### config.mk
export PLATFORM = sky130hd
export DESIGN_NAME = mct_regs
export DESIGN_NICKNAME = d
export VERILOG_FILES = /design/src/include/mct_pkg.sv /design/src/include/mct_stack_if.sv /design/src/verilog/mct_stack.sv /design/src/verilog/mct_regs.sv
export SDC_FILE = /design/constraint.sdc
export NUM_CORES = 1
export LEC_CHECK = 0
export BUFFER_PORTS_ARGS = -buffer_cell sky130_fd_sc_hd__clkbuf_2
export CAP_MARGIN = 5
export CORE_MARGIN = 4
export CORE_UTILIZATION = 53
export CTS_CLUSTER_SIZE = 30
export DETAILED_ROUTE_END_ITERATION = 10
export PLACE_DENSITY = 0.72
export SYNTH_ARGS = -nofsm -noshare
export SYNTH_HDL_FRONTEND = slang
export SYNTH_SLANG_ARGS = --single-unit
### constraint.sdc
create_clock -name clk -period 4.5 [get_ports clk]
set_input_delay 1.125 -clock clk [delete_from_list [all_inputs] [get_ports clk]]
set_output_delay 1.125 -clock clk [all_outputs]
set_load 0.03 [all_outputs]
### src/include/mct_pkg.sv
package mct_pkg;
  // register offsets
  localparam logic [7:0] ADDR_WINDOW = 8'h00;
  localparam logic [7:0] ADDR_PCL = 8'h01;
  localparam logic [7:0] ADDR_PCH = 8'h02;
  localparam logic [7:0] ADDR_STATUS = 8'h03;
  localparam logic [7:0] ADDR_PTR = 8'h04;
  localparam logic [7:0] ADDR_DIRA = 8'h05;
  localparam logic [7:0] ADDR_PORT_A_DATA = 8'h06;
  localparam logic [7:0] ADDR_DIRB = 8'h07;
  localparam logic [7:0] ADDR_PORT_B_DATA = 8'h08;
  localparam logic [7:0] ADDR_DIRC = 8'h09;
  localparam logic [7:0] ADDR_PORT_C_DATA = 8'h0A;
  localparam logic [7:0] ADDR_T1CTL = 8'h10;
  localparam logic [7:0] ADDR_T1PWM = 8'h11;
  localparam logic [7:0] ADDR_T1RLD = 8'h12;
  localparam logic [7:0] ADDR_TIMER1_COUNT = 8'h2B;
  // status bit positions
  localparam int ST_C = 0;
  localparam int ST_DC = 1;
  localparam int ST_Z = 2;
  localparam int ST_PD = 3;
  localparam int ST_TO = 4;
  // implemented-bit masks and reset values
  localparam logic [7:0] MASK_DIRA = 8'h7F;
  localparam logic [7:0] MASK_PORT_B_DATA = 8'h3F;
  localparam logic [7:0] MASK_T1CTL = 8'hBF;
  localparam logic [7:0] MASK_T1PWM = 8'hEF;
  localparam logic [7:0] RST_DIR = 8'hFF;
  localparam logic [7:0] RST_ZERO = 8'h00;
  localparam logic [2:0] RST_STATUS_TOPD = 3'h3;
  // field positions
  localparam int T1_EN = 7;
  localparam int T1_EDGE = 3;
  localparam int PWM_MODE = 7;
  localparam int PWM_INIT = 6;
  localparam int PWM_EXT = 5;
  // timer source encodings
  localparam logic [1:0] SRC_EXT_PIN = 2'h0;
  localparam logic [1:0] SRC_XTAL = 2'h1;
  localparam logic [1:0] SRC_RC = 2'h2;
  localparam logic [1:0] SRC_RC_X2 = 2'h3;
  localparam int STACK_DEPTH = 8;
  localparam int PC_W = 11;
  // core program-flow operations
  typedef enum logic [2:0] {
    MCT_PC_STEP = 3'h0,
    MCT_PC_JUMP = 3'h1,
    MCT_PC_CALL = 3'h3,
    MCT_PC_RET = 3'h2,
    MCT_PC_RETI = 3'h6,
    MCT_PC_RETURN_WITH_FLAG = 3'h7,
    MCT_PC_IRQ = 3'h5,
    MCT_PC_HOLD = 3'h4
  } mct_pcop_e;
endpackage

### src/include/mct_stack_if.sv
`timescale 1ns/10ps
interface mct_stack_if;
  logic push;
  logic pop;
  logic [10:0] wdata;
  logic [10:0] rdata;
  modport core (output push, output pop, output wdata, input rdata);
  modport mem (input push, input pop, input wdata, output rdata);
endinterface

### src/verilog/mct_stack.sv
`timescale 1ns/10ps
module mct_stack
  import mct_pkg::*;
#(
  parameter int DEPTH = STACK_DEPTH
) (
  // clock and reset
  input wire logic clk,
  input wire logic sys_rst,
  // stack port
  mct_stack_if.mem st
);
  logic [PC_W-1:0] mem_ff [DEPTH];
  logic [$clog2(DEPTH)-1:0] sp_ff;
  logic [PC_W-1:0] rdata_ff;

  // circular pointer, deeper nesting wraps (undefined beyond depth)
  always_ff @(posedge clk) begin
    if (sys_rst) begin
      sp_ff <= '0;
    end else if (st.push) begin
      sp_ff <= sp_ff + 1'b1;
    end else if (st.pop) begin
      sp_ff <= sp_ff - 1'b1;
    end
  end

  // entry storage
  always_ff @(posedge clk) begin
    if (st.push) begin
      mem_ff[sp_ff] <= st.wdata;
    end
  end

  // registered top entry, refreshed every cycle
  always_ff @(posedge clk) begin
    if (sys_rst) begin
      rdata_ff <= '0;
    end else if (st.push) begin
      rdata_ff <= st.wdata;
    end else if (st.pop) begin
      rdata_ff <= mem_ff[sp_ff - 3'd2];
    end else begin
      rdata_ff <= mem_ff[sp_ff - 3'd1];
    end
  end

  assign st.rdata = rdata_ff;
endmodule // mct_stack

### src/verilog/mct_regs.sv
`timescale 1ns/10ps
// Contract
// - 11-bit counter, eight 11-bit stack entries
// - low byte and high buffer readable, writable
// - buffer not refreshed on interrupt, reti, return_with_flag
// - buffer reaches counter only on listed events
// - status dest: flags from result; TO, PD locked
// - clearing status yields 000u u1uu; here C, DC and Z take the written 0 unless flag_upd with flag_mask selects them
// - carry: add carry, subtract no-borrow, rotates
// - half-carry from bit 3, no-borrow on subtract
// - zero flag set on zero result
// - power-down and watchdog flags set and cleared
// - pointer addresses indirect window accesses
// - direction 1 input; read pins; write latch
// - port A bit 7 read-only
// - timer enable bit, read-only count, reload latch
// - two-bit clock source selection
// - edge select only for external pin
// - prescaler divides by two to the field
// - mode bit selects pwm or timer
// - initial level bit picks pwm polarity
// - extension bit selects extended pwm
// - pwm interrupt every field plus one pulses
// - window via zero pointer reads 00h, writes nothing
module mct_regs
  import mct_pkg::*;
(
  // clock and reset
  input wire logic clk,
  input wire logic sys_rst,
  // register access from core
  input wire logic [7:0] reg_addr,
  input wire logic reg_wr,
  input wire logic [7:0] reg_wdata,
  output logic [7:0] reg_rdata,
  // indirect memory access for general registers
  output logic [7:0] mem_addr,
  input wire logic [7:0] mem_rdata,
  // alu flag update
  input wire logic flag_upd,
  input wire logic [2:0] flag_mask,
  input wire logic [2:0] flag_val,
  // power flag events
  input wire logic watchdog_clear_instr,
  input wire logic sleep_instr,
  input wire logic watchdog_overflow,
  // program flow
  input wire logic [2:0] pc_op,
  input wire logic [10:0] pc_target,
  output logic [10:0] pc,
  // port pins
  input wire logic [7:0] port_a_pins,
  input wire logic [7:0] port_b_pins,
  input wire logic [7:0] port_c_pins,
  output logic [7:0] port_a_out,
  output logic [7:0] port_a_oe,
  output logic [7:0] port_b_out,
  output logic [7:0] port_b_oe,
  output logic [7:0] port_c_out,
  output logic [7:0] port_c_oe,
  // timer1 clock sources and event
  input wire logic timer_ext_clock_pin,
  input wire logic xtal_tick,
  input wire logic rc_tick,
  input wire logic doubled_internal_osc,
  input wire logic [7:0] timer1_count,
  output logic timer1_tick,
  output logic timer1_enable,
  output logic timer1_mode_select,
  output logic pwm1_initial_level,
  output logic pwm1_extended_mode,
  output logic [3:0] pwm1_irq_rate,
  output logic [7:0] timer1_reload_latch
);
  logic [PC_W-1:0] pc_ff;
  logic [2:0] pch_ff;
  logic [7:0] status_ff, ptr_ff, dira_ff, dirb_ff, dirc_ff;
  logic [7:0] lata_ff, latb_ff, latc_ff, t1ctl_ff, t1pwm_ff, t1rld_ff;
  logic [7:0] rdata_ff;
  logic [6:0] pre_ff;
  logic ext_prev_ff, tick_ff;
  logic [7:0] eff_addr, rd_val;
  logic wr_win, is_win;
  logic [7:0] pcl_next;
  logic src_evt;
  mct_stack_if st ();

  mct_stack #(.DEPTH(STACK_DEPTH)) u_stack (
    .clk(clk),
    .sys_rst(sys_rst),
    .st(st)
  );

  // indirect window resolves through the pointer
  assign is_win = (reg_addr == ADDR_WINDOW);
  assign eff_addr = is_win ? ptr_ff : reg_addr;
  assign wr_win = reg_wr && !(is_win && ptr_ff == ADDR_WINDOW);
  assign mem_addr = eff_addr;

  // stack control
  assign st.push = (pc_op == MCT_PC_CALL) || (pc_op == MCT_PC_IRQ);
  assign st.pop = (pc_op == MCT_PC_RET) || (pc_op == MCT_PC_RETI)
    || (pc_op == MCT_PC_RETURN_WITH_FLAG);
  assign st.wdata = pc_ff + 11'd1;
  assign pcl_next = pc_ff[7:0] + 8'd1;

  // program counter, 11 bits
  always_ff @(posedge clk) begin
    if (sys_rst) begin
      pc_ff <= '0;
    end else if (wr_win && eff_addr == ADDR_PCL) begin
      pc_ff <= {pch_ff, reg_wdata};
    end else begin
      case (pc_op)
        MCT_PC_JUMP, MCT_PC_CALL, MCT_PC_IRQ: pc_ff <= pc_target;
        MCT_PC_RET, MCT_PC_RETI, MCT_PC_RETURN_WITH_FLAG: pc_ff <= st.rdata;
        MCT_PC_STEP: begin
          if (pcl_next == 8'h00) begin
            pc_ff <= {pch_ff, pcl_next};
          end else begin
            pc_ff <= {pc_ff[10:8], pcl_next};
          end
        end
        default: pc_ff <= pc_ff;
      endcase
    end
  end

  // high buffer, loaded from target on jump/call and from stack on ret; held on step, hold, interrupt, reti/return_with_flag
  always_ff @(posedge clk) begin
    if (sys_rst) begin
      pch_ff <= '0;
    end else if (wr_win && eff_addr == ADDR_PCH) begin
      pch_ff <= reg_wdata[2:0];
    end else begin
      case (pc_op)
        MCT_PC_JUMP, MCT_PC_CALL: pch_ff <= pc_target[10:8];
        MCT_PC_RET: pch_ff <= st.rdata[10:8];
        MCT_PC_IRQ, MCT_PC_RETI, MCT_PC_RETURN_WITH_FLAG: pch_ff <= pch_ff;
        default: pch_ff <= pch_ff;
      endcase
    end
  end

  // status: alu flags win over write, TO/PD not writable
  always_ff @(posedge clk) begin
    if (sys_rst) begin
      status_ff <= {3'h0, RST_STATUS_TOPD[1:0], 3'h0};
    end else begin
      if (wr_win && eff_addr == ADDR_STATUS) begin
        status_ff[7:5] <= 3'h0;
        for (int i = 0; i < 3; i++) begin
          if (!(flag_upd && flag_mask[i])) begin
            status_ff[i] <= reg_wdata[i];
          end
        end
      end
      if (flag_upd) begin
        for (int i = 0; i < 3; i++) begin
          if (flag_mask[i]) begin
            status_ff[i] <= flag_val[i];
          end
        end
      end
      if (watchdog_overflow) begin
        status_ff[ST_TO] <= 1'b0;
      end else if (watchdog_clear_instr || sleep_instr) begin
        status_ff[ST_TO] <= 1'b1;
      end
      if (sleep_instr) begin
        status_ff[ST_PD] <= 1'b0;
      end else if (watchdog_clear_instr) begin
        status_ff[ST_PD] <= 1'b1;
      end
    end
  end

  // plain writable registers
  always_ff @(posedge clk) begin
    if (sys_rst) begin
      ptr_ff <= RST_ZERO;
      dira_ff <= RST_DIR & MASK_DIRA;
      dirb_ff <= RST_DIR & MASK_PORT_B_DATA;
      dirc_ff <= RST_DIR;
      lata_ff <= RST_ZERO;
      latb_ff <= RST_ZERO;
      latc_ff <= RST_ZERO;
      t1ctl_ff <= RST_ZERO;
      t1pwm_ff <= RST_ZERO;
      t1rld_ff <= RST_ZERO;
    end else if (wr_win) begin
      case (eff_addr)
        ADDR_PTR: ptr_ff <= reg_wdata;
        ADDR_DIRA: dira_ff <= reg_wdata & MASK_DIRA;
        ADDR_PORT_A_DATA: lata_ff <= reg_wdata & MASK_DIRA;
        ADDR_DIRB: dirb_ff <= reg_wdata & MASK_PORT_B_DATA;
        ADDR_PORT_B_DATA: latb_ff <= reg_wdata & MASK_PORT_B_DATA;
        ADDR_DIRC: dirc_ff <= reg_wdata;
        ADDR_PORT_C_DATA: latc_ff <= reg_wdata;
        ADDR_T1CTL: t1ctl_ff <= reg_wdata & MASK_T1CTL;
        ADDR_T1PWM: t1pwm_ff <= reg_wdata & MASK_T1PWM;
        ADDR_T1RLD: t1rld_ff <= reg_wdata;
        default: ptr_ff <= ptr_ff;
      endcase
    end
  end

  // read multiplexer
  always_comb begin
    rd_val = 8'h00;
    case (eff_addr)
      ADDR_WINDOW: rd_val = 8'h00;
      ADDR_PCL: rd_val = pc_ff[7:0];
      ADDR_PCH: rd_val = {5'h00, pch_ff};
      ADDR_STATUS: rd_val = status_ff;
      ADDR_PTR: rd_val = ptr_ff;
      ADDR_DIRA: rd_val = dira_ff;
      ADDR_PORT_A_DATA: rd_val = port_a_pins;
      ADDR_DIRB: rd_val = dirb_ff;
      ADDR_PORT_B_DATA: rd_val = port_b_pins & MASK_PORT_B_DATA;
      ADDR_DIRC: rd_val = dirc_ff;
      ADDR_PORT_C_DATA: rd_val = port_c_pins;
      ADDR_T1CTL: rd_val = t1ctl_ff;
      ADDR_T1PWM: rd_val = t1pwm_ff;
      ADDR_T1RLD: rd_val = t1rld_ff;
      ADDR_TIMER1_COUNT: rd_val = timer1_count;
      default: rd_val = mem_rdata;
    endcase
  end

  // registered read data
  always_ff @(posedge clk) begin
    if (sys_rst) begin
      rdata_ff <= 8'h00;
    end else begin
      rdata_ff <= rd_val;
    end
  end

  // timer1 source select and edge detect
  always_comb begin
    src_evt = 1'b0;
    case (t1ctl_ff[5:4])
      SRC_EXT_PIN: begin
        src_evt = t1ctl_ff[T1_EDGE] ? (ext_prev_ff && !timer_ext_clock_pin)
          : (!ext_prev_ff && timer_ext_clock_pin);
      end
      SRC_XTAL: src_evt = xtal_tick;
      SRC_RC: src_evt = rc_tick;
      SRC_RC_X2: src_evt = doubled_internal_osc;
      default: src_evt = 1'b0;
    endcase
  end

  // prescaler, divide by 2^field
  always_ff @(posedge clk) begin
    if (sys_rst) begin
      ext_prev_ff <= timer_ext_clock_pin; // no false edge after reset
      pre_ff <= '0;
      tick_ff <= 1'b0;
    end else begin
      ext_prev_ff <= timer_ext_clock_pin;
      tick_ff <= 1'b0;
      if (!t1ctl_ff[T1_EN]) begin
        pre_ff <= '0;
      end else if (src_evt) begin
        if ((pre_ff & ((7'h01 << t1ctl_ff[2:0]) - 7'h01)) ==
            ((7'h01 << t1ctl_ff[2:0]) - 7'h01)) begin
          pre_ff <= '0;
          tick_ff <= 1'b1;
        end else begin
          pre_ff <= pre_ff + 7'h01;
        end
      end
    end
  end

  // outputs
  assign reg_rdata = rdata_ff;
  assign pc = pc_ff;
  assign port_a_out = lata_ff;
  assign port_a_oe = ~dira_ff & MASK_DIRA;
  assign port_b_out = latb_ff;
  assign port_b_oe = ~dirb_ff & MASK_PORT_B_DATA;
  assign port_c_out = latc_ff;
  assign port_c_oe = ~dirc_ff;
  assign timer1_tick = tick_ff;
  assign timer1_enable = t1ctl_ff[T1_EN];
  assign timer1_mode_select = t1pwm_ff[PWM_MODE];
  assign pwm1_initial_level = t1pwm_ff[PWM_INIT];
  assign pwm1_extended_mode = t1pwm_ff[PWM_EXT];
  assign pwm1_irq_rate = t1pwm_ff[3:0];
  assign timer1_reload_latch = t1rld_ff;

  // checks
  pcl_jump_a: assert property (@(posedge clk) disable iff (sys_rst)
    (reg_wr && reg_addr == ADDR_PCL) |=> pc_ff[10:8] == $past(pch_ff))
    else $error("low byte write did not jump");
  irq_buf_a: assert property (@(posedge clk) disable iff (sys_rst)
    (pc_op == MCT_PC_IRQ && !reg_wr) |=> $stable(pch_ff))
    else $error("buffer changed on interrupt");
  pd_sleep_a: assert property (@(posedge clk) disable iff (sys_rst)
    (sleep_instr && !watchdog_overflow)
    |=> !status_ff[ST_PD] && status_ff[ST_TO])
    else $error("sleep flags wrong");
  wdt_ovf_a: assert property (@(posedge clk) disable iff (sys_rst)
    watchdog_overflow |=> !status_ff[ST_TO])
    else $error("overflow flag not cleared");
  win_zero_a: assert property (@(posedge clk) disable iff (sys_rst)
    (is_win && ptr_ff == 8'h00) |=> reg_rdata == 8'h00)
    else $error("self window not zero");
  pa7_ro_a: assert property (@(posedge clk) disable iff (sys_rst)
    !lata_ff[7] && !port_a_oe[7])
    else $error("port a bit 7 driven");
  t1_off_a: assert property (@(posedge clk) disable iff (sys_rst)
    !t1ctl_ff[T1_EN] |=> !tick_ff)
    else $error("tick while disabled");
  stat_upper_a: assert property (@(posedge clk) disable iff (sys_rst)
    status_ff[7:5] == 3'h0)
    else $error("status upper bits set");
  cv_call: cover property (@(posedge clk) pc_op == MCT_PC_CALL);
  cv_ret: cover property (@(posedge clk) pc_op == MCT_PC_RET);
  cv_tick: cover property (@(posedge clk) tick_ff);
  cv_win: cover property (@(posedge clk) is_win && reg_wr);
endmodule // mct_regs

Word level (Yosys, flattened, before mapping)
Memory sizes are Yosys's and may differ from the RTL's.
Cells that the tools add are included.

operators by class
  add/subtract/negate cells = 7
  bitwise gates (word level) = 6
  multiplexer cells = 29
  shift operators = 1
  equal/unequal tests = 25
  reductions and logical operators = 44

operators with widths
  kind                   count
  $pmux 8 s15            1
  $mux 11                4
  $pmux 11 s3            1
  $eq 8x3->1 const B     4
  $logic_not 8->1        4
  $eq 8x4->1 const B     3
  $eq 8x5->1 const B     3
  $reduce_and 2->1       11
  $eq 8x2->1 const B     2
  $mux 3                 5
  $mux 1                 14
  $add 11x1->11 const B  1
  $logic_and 1x1->1      10
  $eq 3x3->1 const B     3
  $reduce_or 3->1        3
  $add 8x1->8 const B    1
  $eq 8x1->1 const B     1
  $eq 8x6->1 const B     1
  $mux 8                 1
  $not 8->8              1
  $add 7x1->7 const B    1
  $and 7x7->7            1
  $eq 7x7->1             1
  $mux 7                 1
  other kinds (23)       34

word-level totals
  bits in writable memories = 88
  output and inout port bits = 92
  input bits = 87
  bits in registers = 122
  memories = 1
  logic and storage cells = 135

memory list
  name            words  bits a word  rd ports  clocked after memory_dff  wr ports  line             text
  u_stack.mem_ff  8      11           2         0                         1         mct_stack.sv:13  logic [PC_W-1:0] mem_ff [DEPTH];

Longest topological paths before layout
Gate-level depths: netlist of run 1.

  depth in word-level cells = 8
  gate-level depth with buffers = 11
  depth with buffers taken out = 8

Cells and area by module
A second synthesis of run 1 with hierarchy kept.

unflattened totals
  cells, all modules = 1,025
  area total of the unflattened synthesis = 10,910.5 um^2

by module, submodules not included
  module     area each (um^2)  cells each  seq. area each (um^2)  times used
  mct_regs   6,214.7           744         2,162.1                1
  mct_stack  4,695.8           281         2,922.8                1

Least setup slack after synthesis of run 1
No wires, ideal clock.

  path kind = input -> output
  from = in reg_addr[2]
  to = out mem_addr[1]
  buffers on the path = 2
  arrival = 2.274 ns
  required time = 3.375 ns
  setup slack = 1.101 ns
  stages on the path = 5
  cells stage by stage = buf_2 nor3_4 a31oi_4 inv_4 buf_2

on the way
  cells in the longest elaborated chain, start to end = 2

RTL lines
  what             line            text
  from (decl)      mct_regs.sv:32  input wire logic [7:0] reg_addr,
  $logic_not 8->1  mct_regs.sv:95  assign is_win = (reg_addr == ADDR_WINDOW);
  $mux 8           mct_regs.sv:96  assign eff_addr = is_win ? ptr_ff : reg_addr;
  to (decl)        mct_regs.sv:37  output logic [7:0] mem_addr,

No other way between the ends.

Worst setup path after layout of run 1
  from = in reg_addr[5]
  to = out mem_addr[0]

Same word-level chain as after synthesis.

==> results of run 1 <==
[final cells by class]
class | count | area share (%)
Clock buffer | 32 | 5.39
Timing Repair Buffer | 196 | 8.41
Inverter | 32 | 1.01
Sequential cell | 210 | 40.9
Tap cell | 265 | 2.67
Multi-Input combinational cell | 662 | 40.9
Clock inverter | 10 | 0.714
[registers in the layout, indices dropped and copies added, names as in the netlist, 7 cells and up]
name,count
u_stack.st.rdata,11
port_a_out,7
u_stack.mem_ff,88
dira_ff,7
port_c_out,8
timer1_reload_latch,8
ptr_ff,8
pc,11
dirc_ff,8
pre_ff,7
t1ctl_ff,7
reg_rdata,8
t1pwm_ff,7
[kinds of logic after synthesis]
kind of cell | count (synthesis)
AO/OA/AOI/OAI | 210
XOR/XNOR | 17
adder cells (fa/ha/maj) | 8
buffers and inverters | 107
flip-flops | 210
multiplexers | 117
other | 1
AND/OR/NAND/NOR | 304
[worst max path at each step]
| stage | from | end | cells after the start |
|---|---|---|---|
| after floorplan | reg_addr[2] | mem_addr[1] | 5 |
| after global placement | reg_addr[5] | pc[10]$_SDFFE_PP0P_ | 9 |
| after detailed placement | reg_addr[2] | pc[10]$_SDFFE_PP0P_ | 9 |
| after CTS | reg_addr[5] | mem_addr[1] | 5 |
| after global routing | reg_addr[5] | mem_addr[0] | 5 |
| final | reg_addr[5] | mem_addr[0] | 5 |
[placed cells by master, fill, tap and decap left out, drive strengths merged, types with 12 or more instances in the layout]
cell type	count
o22ai	12
a22oi	19
nor3	19
and3	12
nor2	113
mux4	45
a211oi	12
edfxtp	88
nand2	80
clkbuf	201
mux2i	71
buf	27
inv	33
dfxtp	122
a21oi	47
o21ai	21
o211ai	35
nand3	33
[layer usage]
| metal | part of all wire [%] | vias up | track usage, % |
|---|---|---|---|
| li1 | - | 3959 | - |
| met1 | 42 | 4215 | 38.7 |
| met2 | 47 | 391 | 42.5 |
| met3 | 8.4 | 45 | 4.48 |
| met4 | 2.3 | 2 | 6.45 |
| met5 | 0.039 | - | 0 |
[power by group]
group          total [mW]  leakage, nW  internal (mW)  switching [mW]
Clock                1.86        0.376           1.10           0.759
Sequential           2.10         1.80           2.06          0.0433
Combinational       0.679         2.73          0.269           0.410
Total                4.64         4.91           3.43            1.21
[worst max-delay path, stage by stage]
cell and delay [ns]:
clkbuf_2 0.12, nor3_2 0.55, a41oi_4 0.39, inv_4 0.26, clkbuf_2 0.24
==> metrics.log, run 1 <==
[metrics] compound-cell area share of the yosys netlist: 14.8%
[metrics] Post-synth top flop: dfxtp_1
[metrics] share of cell area taken by muxes after synthesis: 16.3%
[metrics] number of distinct library cells after synthesis: 78
[metrics] sort of element at the start of the critical path: input port
[metrics] CTS tree: done
[metrics] final setup skew: 0.0272 ns
[metrics] Req. time, crit path: 3.38 ns
[metrics] count of input and output buffers: 170
[metrics] fraction of synthesized cell area in xor and xnor cells: 1.40%
[metrics] via/cell ratio: 6.12
[metrics] gpl congestion: 0.975
[metrics] via count of the first global-routing pass: 8,179
[metrics] first-pass GRT wire length: 46.6 mm
[metrics] Clock Tree Root: clkbuf_16
[metrics] largest vdd supply drop: 288 µV
[metrics] total routed wirelength: 30.7 mm
[metrics] core area: 19,600 µm²
[metrics] final setup fails: 0
[metrics] relative area change from synthesis to final layout: 16.8%
[metrics] total leakage power: 4.91 nW
[metrics] largest family of logic cells by synthesized area: multiplexers
[metrics] Net count, final: 1,220
[metrics] share of synthesized cell area in full adder, half adder and majority cells: 0.940%
[metrics] post-detailed-route wirelength per cell: 21.8 µm
[metrics] later-pin clock latency in the skew report: 0.52 ns
[metrics] share of async-settable or async-resettable flops after synthesis: 0%
[metrics] die outline height: 150 µm
[metrics] CP arrival: 2.68 ns
[metrics] Ports: 179
[metrics] CP Capture Type: output port
[metrics] area taken by multi-input logic gates: 5080 µm²
[metrics] die span in x: 150 µm
[metrics] Placed Area: 11,700 µm²
[metrics] Finished Layout Cells: 1,407
[metrics] post-synthesis cell type with the largest combined area: edfxtp_1
[metrics] instance count of the mapped netlist: 974
[metrics] largest cells by area after synthesis: edfxtp_1, dfxtp_1, mux4_2
[metrics] number of filler instances in the final layout: 1,573
[metrics] worst hold slack: 0.454 ns
[metrics] setup repair after global routing missed its margin: false
[metrics] Register-to-Register Setup Slack: 1.50 ns
[metrics] Relative slew margins: 26.8%
[metrics] total of cells resized after clock tree synthesis: 0
[metrics] count of endpoints failing hold in the final timing report: 0
[metrics] maximum number of pins on one net before global-route repair: 87
[metrics] postcts setup bufs: 0
[metrics] area share of the leading cell type in the synthesized netlist: 24.8%
[metrics] flops & latches, synth: 210
[metrics] total power density per cell area: 374 nW/µm²
[metrics] R2R cell count: 8
[metrics] placed cell count: 1,365
[metrics] max cap viols: 0
[metrics] Worst Path Class, Setup: input port to output port
[metrics] overall power: 4.64 mW
[metrics] GRT Residual Overflow: 0
[metrics] Syn. warnings: 0
[metrics] setup TNS: 0 ns
[metrics] H-tree levels: 1
[metrics] post-synthesis cell area: 10,600 µm²
[metrics] Max Clk Rate: 263 MHz
[metrics] first-pass iteration count of the detailed router: 5
[metrics] Die Outline Area: 22,400 µm²
[metrics] fraction of final layout cells with drive strength greater than 1: 28.0%
[metrics] hold bufs inserted after CTS: 0
[metrics] sequential-to-total area share from yosys stat: 47.8%
[metrics] initial standard-cell utilization of the core: 54.4%
[metrics] capture instance of the worst register-to-register path: u_stack.st.rdata[6]$_SDFF_PP0_
[metrics] Synth Area in Simple Gates: 14.1%
[metrics] start point of the worst hold path: port_b_out[4]$_SDFFE_PP0P_
[metrics] DR iter-0 viols: 1,004
[metrics] final period demand of the worst path: 3.80 ns
[metrics] Core Util, Final: 63.5%
[metrics] final design instance area without fill: 12,400 µm²
[metrics] via count: 8,612
[metrics] Final Cycle Share: 84.5%
[metrics] status: finished, final reports clean
[metrics] count leader, synth: dfxtp_1
[metrics] number of nets with antenna violations after routing: 0
[metrics] deepest clock path buffer count: 3
[metrics] number of max-slew violations in the final report: 0
[metrics] Rows: 51
[metrics] count of flip-flops with a built-in enable after synthesis: 88
[metrics] register clock-pin slew on the reported worst setup and hold paths: 0.06 ns
[metrics] worst-margin pin slew: 1.10 ns
[metrics] Crit Reg-Reg Startpoint: u_stack.sp_ff[1]$_SDFFE_PP0P_
[metrics] ranking of synthesized cells by instance count: dfxtp_1, nor2_1, edfxtp_1
[metrics] number of antenna repair diodes: 0
[metrics] post-DP HPWL: 21.5 mm
[metrics] number of antenna violations at the first check in global routing: 1
[metrics] CTS buffer count: 23
[metrics] global router's overall resource usage: 26.8%
[metrics] area taken by flip-flops and latches: 5090 µm²
[metrics] worst-path fanout max: 13
[metrics] CTS sink cnt: 210
[metrics] hold endpoint: port_b_out[4]$_SDFFE_PP0P_
[metrics] drt drc: 0
[metrics] least setup slack across all paths after layout: 0.697 ns
[metrics] cell depth of the worst hold path: 2
[metrics] Post-Syn Area per Cell: 10.9 µm²
[metrics] worst setup slack before clock tree synthesis: 0.530 ns
[metrics] class of the tightest hold or removal check: flip-flop to flip-flop
No activity file was read; power rests on OpenSTA's default activity.
==> run 2, diff against run 1 <==
--- a/config.mk
+++ b/config.mk
@@ -5,13 +5,14 @@
 export SDC_FILE = /design/constraint.sdc
 export NUM_CORES = 1
 export LEC_CHECK = 0
+export ABC_AREA = 1
 export BUFFER_PORTS_ARGS = -buffer_cell sky130_fd_sc_hd__clkbuf_2
 export CAP_MARGIN = 5
 export CORE_MARGIN = 4
-export CORE_UTILIZATION = 53
+export CORE_UTILIZATION = 52
 export CTS_CLUSTER_SIZE = 30
 export DETAILED_ROUTE_END_ITERATION = 10
-export PLACE_DENSITY = 0.72
+export PLACE_DENSITY = 0.73
 export SYNTH_ARGS = -nofsm -noshare
 export SYNTH_HDL_FRONTEND = slang
 export SYNTH_SLANG_ARGS = --single-unit
==> constraint.sdc (replaced) <==
create_clock -name clk -period 3.4 [get_ports clk]
set_input_delay 0.85 -clock clk [delete_from_list [all_inputs] [get_ports clk]]
set_output_delay 0.85 -clock clk [all_outputs]
set_load 0.03 [all_outputs]
==> run 2 against run 1 <==
  * Core utilization down 1.8 points
  * Clock-buffer cell count rose by 1
  * Synthesized cell count increased by 50%
  * Combinational power increased by 53%
  * Non-clock buffer count rose by 14
  * Global-route usage rose by 2.6 points
  * Highest routed layer is now met4
  * Largest power group unchanged
  * First-iteration DRC count grew 20%
  * Sequential cell count unchanged
  * Synthesized area up 4.0%
  * Final area grew 3.9%
==> metrics.log, run 2 <==
[metrics] status: finished, final reports clean
[metrics] most used cells in the layout excluding fill and tap cells: nand2_1, clkbuf_2, inv_1
[metrics] total power density per cell area: 487 nW/µm² (+30%)
[metrics] post-detailed-route wirelength per cell: 18.9 µm (-13%)
[metrics] total of cells resized after clock tree synthesis: 0 (unchanged)
[metrics] DR iter-0 viols: 1,208 (+20%)
[metrics] Max Clk Rate: 358 MHz
[metrics] setup TNS: 0 ns (unchanged)
[metrics] final period demand of the worst path: 2.79 ns
[metrics] via count of the first global-routing pass: 10,400 (+27%)
[metrics] cell depth of the worst hold path: 2 (unchanged)
[metrics] number of distinct library cells after synthesis: 43 (-45%)
[metrics] H-tree levels: 1 (unchanged)
[metrics] share of async-settable or async-resettable flops after synthesis: 0% (unchanged)
[metrics] least setup slack across all paths after layout: 0.609 ns (-0.0875 ns)
[metrics] number of filler instances in the final layout: 1,856 (+18%)
[metrics] count leader, synth: nand2_1
[metrics] die span in x: 154 µm (+2.8%)
[metrics] final design instance area without fill: 12,900 µm² (+3.9%)
[metrics] GRT Residual Overflow: 0 (unchanged)
[metrics] crit-path max cell delay: 0.26 ns (-0.29 ns)
[metrics] postcts setup bufs: 0 (unchanged)
[metrics] CP arrival: 1.94 ns (-0.74 ns)
[metrics] CTS buffer count: 24 (+4.3%)
[metrics] Finished Layout Cells: 1,906 (+35%)
[metrics] Final Cycle Share: 82.1%
[metrics] worst-margin pin slew: 0.921 ns (-0.177 ns)
[metrics] Relative slew margins: 38.4% (+12 points)
[metrics] drt drc: 0 (unchanged)
[metrics] Req. time, crit path: 2.55 ns (-0.83 ns)
[metrics] relative area change from synthesis to final layout: 16.7% (about the same)
[metrics] largest cells by area after synthesis: edfxtp_1, dfxtp_1, nand2_1
[metrics] fraction of final layout cells with drive strength greater than 1: 17.9% (-10 points)
[metrics] hold bufs inserted after CTS: 0 (unchanged)
[metrics] Logic pwr share: 16.5% (+1.9 points)
[metrics] Net count, final: 1,709 (+40%)
[metrics] cell-internal power: 4.47 mW (+30%)
[metrics] worst setup slack before clock tree synthesis: 0.307 ns (-0.223 ns)
[metrics] Crit Reg-Reg Startpoint: pc[0]$_SDFFE_PP0P_
[metrics] first-pass GRT wire length: 55.8 mm (+20%)
[metrics] R2R cell count: 7 (-1)
[metrics] instance count of the mapped netlist: 1,457 (+50%)
[metrics] via/cell ratio: 5.72 (-6.6%)
[metrics] Core Util, Final: 61.6% (-1.8 points)
[metrics] sort of element at the start of the critical path: input port
[metrics] post-synthesis cell area: 11,100 µm² (+4.0%)
[metrics] number of max-slew violations in the final report: 0 (unchanged)
[metrics] count of endpoints failing hold in the final timing report: 0 (unchanged)
[metrics] fraction of power consumed by sequential logic: 44.2% (-1.1 points)
[metrics] placed cell count: 1,863 (+36%)
[metrics] number of antenna repair diodes: 0 (unchanged)
[metrics] CP delay by family, top: simple AND/OR/NAND/NOR gates
[metrics] Placed Area: 12,200 µm² (+4.3%)
[metrics] Bufs and invs on worst path: 2 (-1)
[metrics] Switch Pwr: 1.82 mW (+50%)
[metrics] Rows: 53 (+3.9%)
[metrics] initial standard-cell utilization of the core: 52.8% (-1.5 points)
[metrics] ranking of synthesized cells by instance count: nand2_1, inv_1, a21oi_1, nand3_1, o21ai_0
[metrics] post-synthesis cell type with the largest combined area: edfxtp_1
[metrics] total routed wirelength: 36.0 mm (+17%)
[metrics] Register-to-Register Setup Slack: 0.69 ns (-0.81 ns)
[metrics] cell-by-cell trace of the critical path: clkbuf_2 -> nor2_1 -> nand2_2 -> nor2_8 -> nand2_1 -> nand2_1 -> clkbuf_2
[metrics] max cap viols: 0 (unchanged)
[metrics] first-pass iteration count of the detailed router: 5 (unchanged)
[metrics] largest register by flop count: u_stack.mem_ff
[metrics] CTS tree: done
[metrics] post-DP HPWL: 25.3 mm (+17%)
[metrics] Die Outline Area: 23,700 µm² (+5.7%)
[metrics] Worst Path Class, Setup: input port to output port
[metrics] Slowest cell on crit path: clkbuf_2
[metrics] deepest clock path buffer count: 3 (unchanged)
[metrics] via count: 10,900 (+27%)
[metrics] final setup fails: 0 (unchanged)
[metrics] switching share of power: 28.9% (+2.8 points)
[metrics] sequential-to-total area share from yosys stat: 45.9% (-1.8 points)
[metrics] Ports: 179 (unchanged)
[metrics] final setup skew: 0.0159 ns (-0.0112 ns)
[metrics] total leakage power: 5.70 nW (+16%)
[metrics] maximum number of pins on one net before global-route repair: 98 (+13%)
[metrics] count of input and output buffers: 170 (unchanged)
[metrics] class of the tightest hold or removal check: flip-flop to flip-flop
[metrics] CTS sink cnt: 210 (unchanged)
[metrics] worst-path fanout max: 17 (+4)
[metrics] setup repair after global routing missed its margin: false
[metrics] area share of the leading cell type in the synthesized netlist: 23.9% (-0.95 points)
[metrics] part of the total power dissipated in the clock network: 39.3% (-0.8 points)
[metrics] Syn. warnings: 0 (unchanged)
[metrics] Clock Tree Root: clkbuf_16
[metrics] Post-Syn Area per Cell: 7.60 µm² (-30%)
[metrics] number of antenna violations at the first check in global routing: 0 (-1)
[metrics] Post-synth top flop: dfxtp_1
[metrics] commonest non-fill, non-tap cell in the layout: nand2_1
[metrics] core area: 21,000 µm² (+7.0%)
[metrics] flops & latches, synth: 210 (unchanged)
[metrics] later-pin clock latency in the skew report: 0.52 ns (about the same)
[metrics] die outline height: 154 µm (+2.8%)
[metrics] number of nets with antenna violations after routing: 0 (unchanged)
[metrics] capture instance of the worst register-to-register path: u_stack.st.rdata[10]$_SDFF_PP0_
[metrics] start point of the worst hold path: port_c_out[7]$_SDFFE_PP0P_
[metrics] max reg flops: 88 (unchanged)
[metrics] global router's overall resource usage: 29.3% (+2.6 points)
[metrics] largest vdd supply drop: 367 µV (+27%)
[metrics] count of flip-flops with a built-in enable after synthesis: 88 (unchanged)
[metrics] register clock-pin slew on the reported worst setup and hold paths: 0.06 ns (about the same)
[metrics] hold endpoint: port_c_out[7]$_SDFFE_PP0P_
[metrics] gpl congestion: 1.00 (+2.8%)
[metrics] CP Capture Type: output port
run 2: how the worst max path moves through the flow:
stage / start / end / slack, ns / depth (start not counted)
floorplan: pc_op[0] / u_stack.mem_ff[0][0]$_DFFE_PP_ / 0.74 / 6
global placement: reg_addr[6] / timer1_reload_latch[5]$_SDFFE_PP0P_ / 0.35 / 12
detailed placement: reg_addr[5] / reg_rdata[4]$_SDFF_PP0_ / 0.31 / 15
CTS: reg_addr[5] / mem_addr[1] / 0.60 / 7
global route: reg_addr[6] / mem_addr[1] / 0.44 / 7
finish: reg_addr[5] / mem_addr[1] / 0.61 / 7
run 2: cells by family after synthesis:
family	after synthesis	share of synthesized area, %
other cells	1	0.0339
simple gates	576	23.6
compound gates	398	19.3
flops	210	45.9
buf+inv	256	9.55
xor+xnor	8	0.633
fa+ha+maj	8	0.904
run 2: worst register-to-register path: stages (launching register included):
cell	delay, ns
dfxtp_1	0.54
ha_1	0.27
nand3_1	0.13
nor3_1	0.40
nand4_1	0.19
nor2_1	0.15
xor2_1	0.58
o221a_2	0.37
run 2: per-stage QoR:
stage	hold slack [ns]	total power [mW]
CTS	0.450	6.27
global placement	0.434	3.82
global route	0.461	6.50
finish	0.449	6.29
floorplan	0.457	3.49
detailed placement	0.436	3.84
run 2: routing by layer:
layer	track usage, %	vias to the layer above	routed length, µm
li1	-	5228	-
met4	10.1	0	1170
met3	5.71	94	3710
met2	48.9	594	17000
met5	0	-	0
met1	38.4	4986	14100
run 2: power by group through the flow:
stage | clock (mW) | sequential [mW] | combinational (mW)
after detailed placement | 0 | 2.83 | 1.01
after floorplan | 0 | 2.85 | 0.633
after global routing | 2.58 | 2.78 | 1.14
final | 2.47 | 2.78 | 1.04
after global placement | 0 | 2.83 | 0.995
after CTS | 2.48 | 2.78 | 1.02
run 2: area by class of cell:
class / instances / area (µm²) / area share (%)
Clock buffer: 33 / 659 / 5.10
Clock inverter: 10 / 78.8 / 0.610
Inverter: 172 / 646 / 5.00
Multi-Input combinational cell: 996 / 4950 / 38.3
Sequential cell: 210 / 5090 / 39.4
Tap cell: 275 / 344 / 2.66
Timing Repair Buffer: 210 / 1150 / 8.91
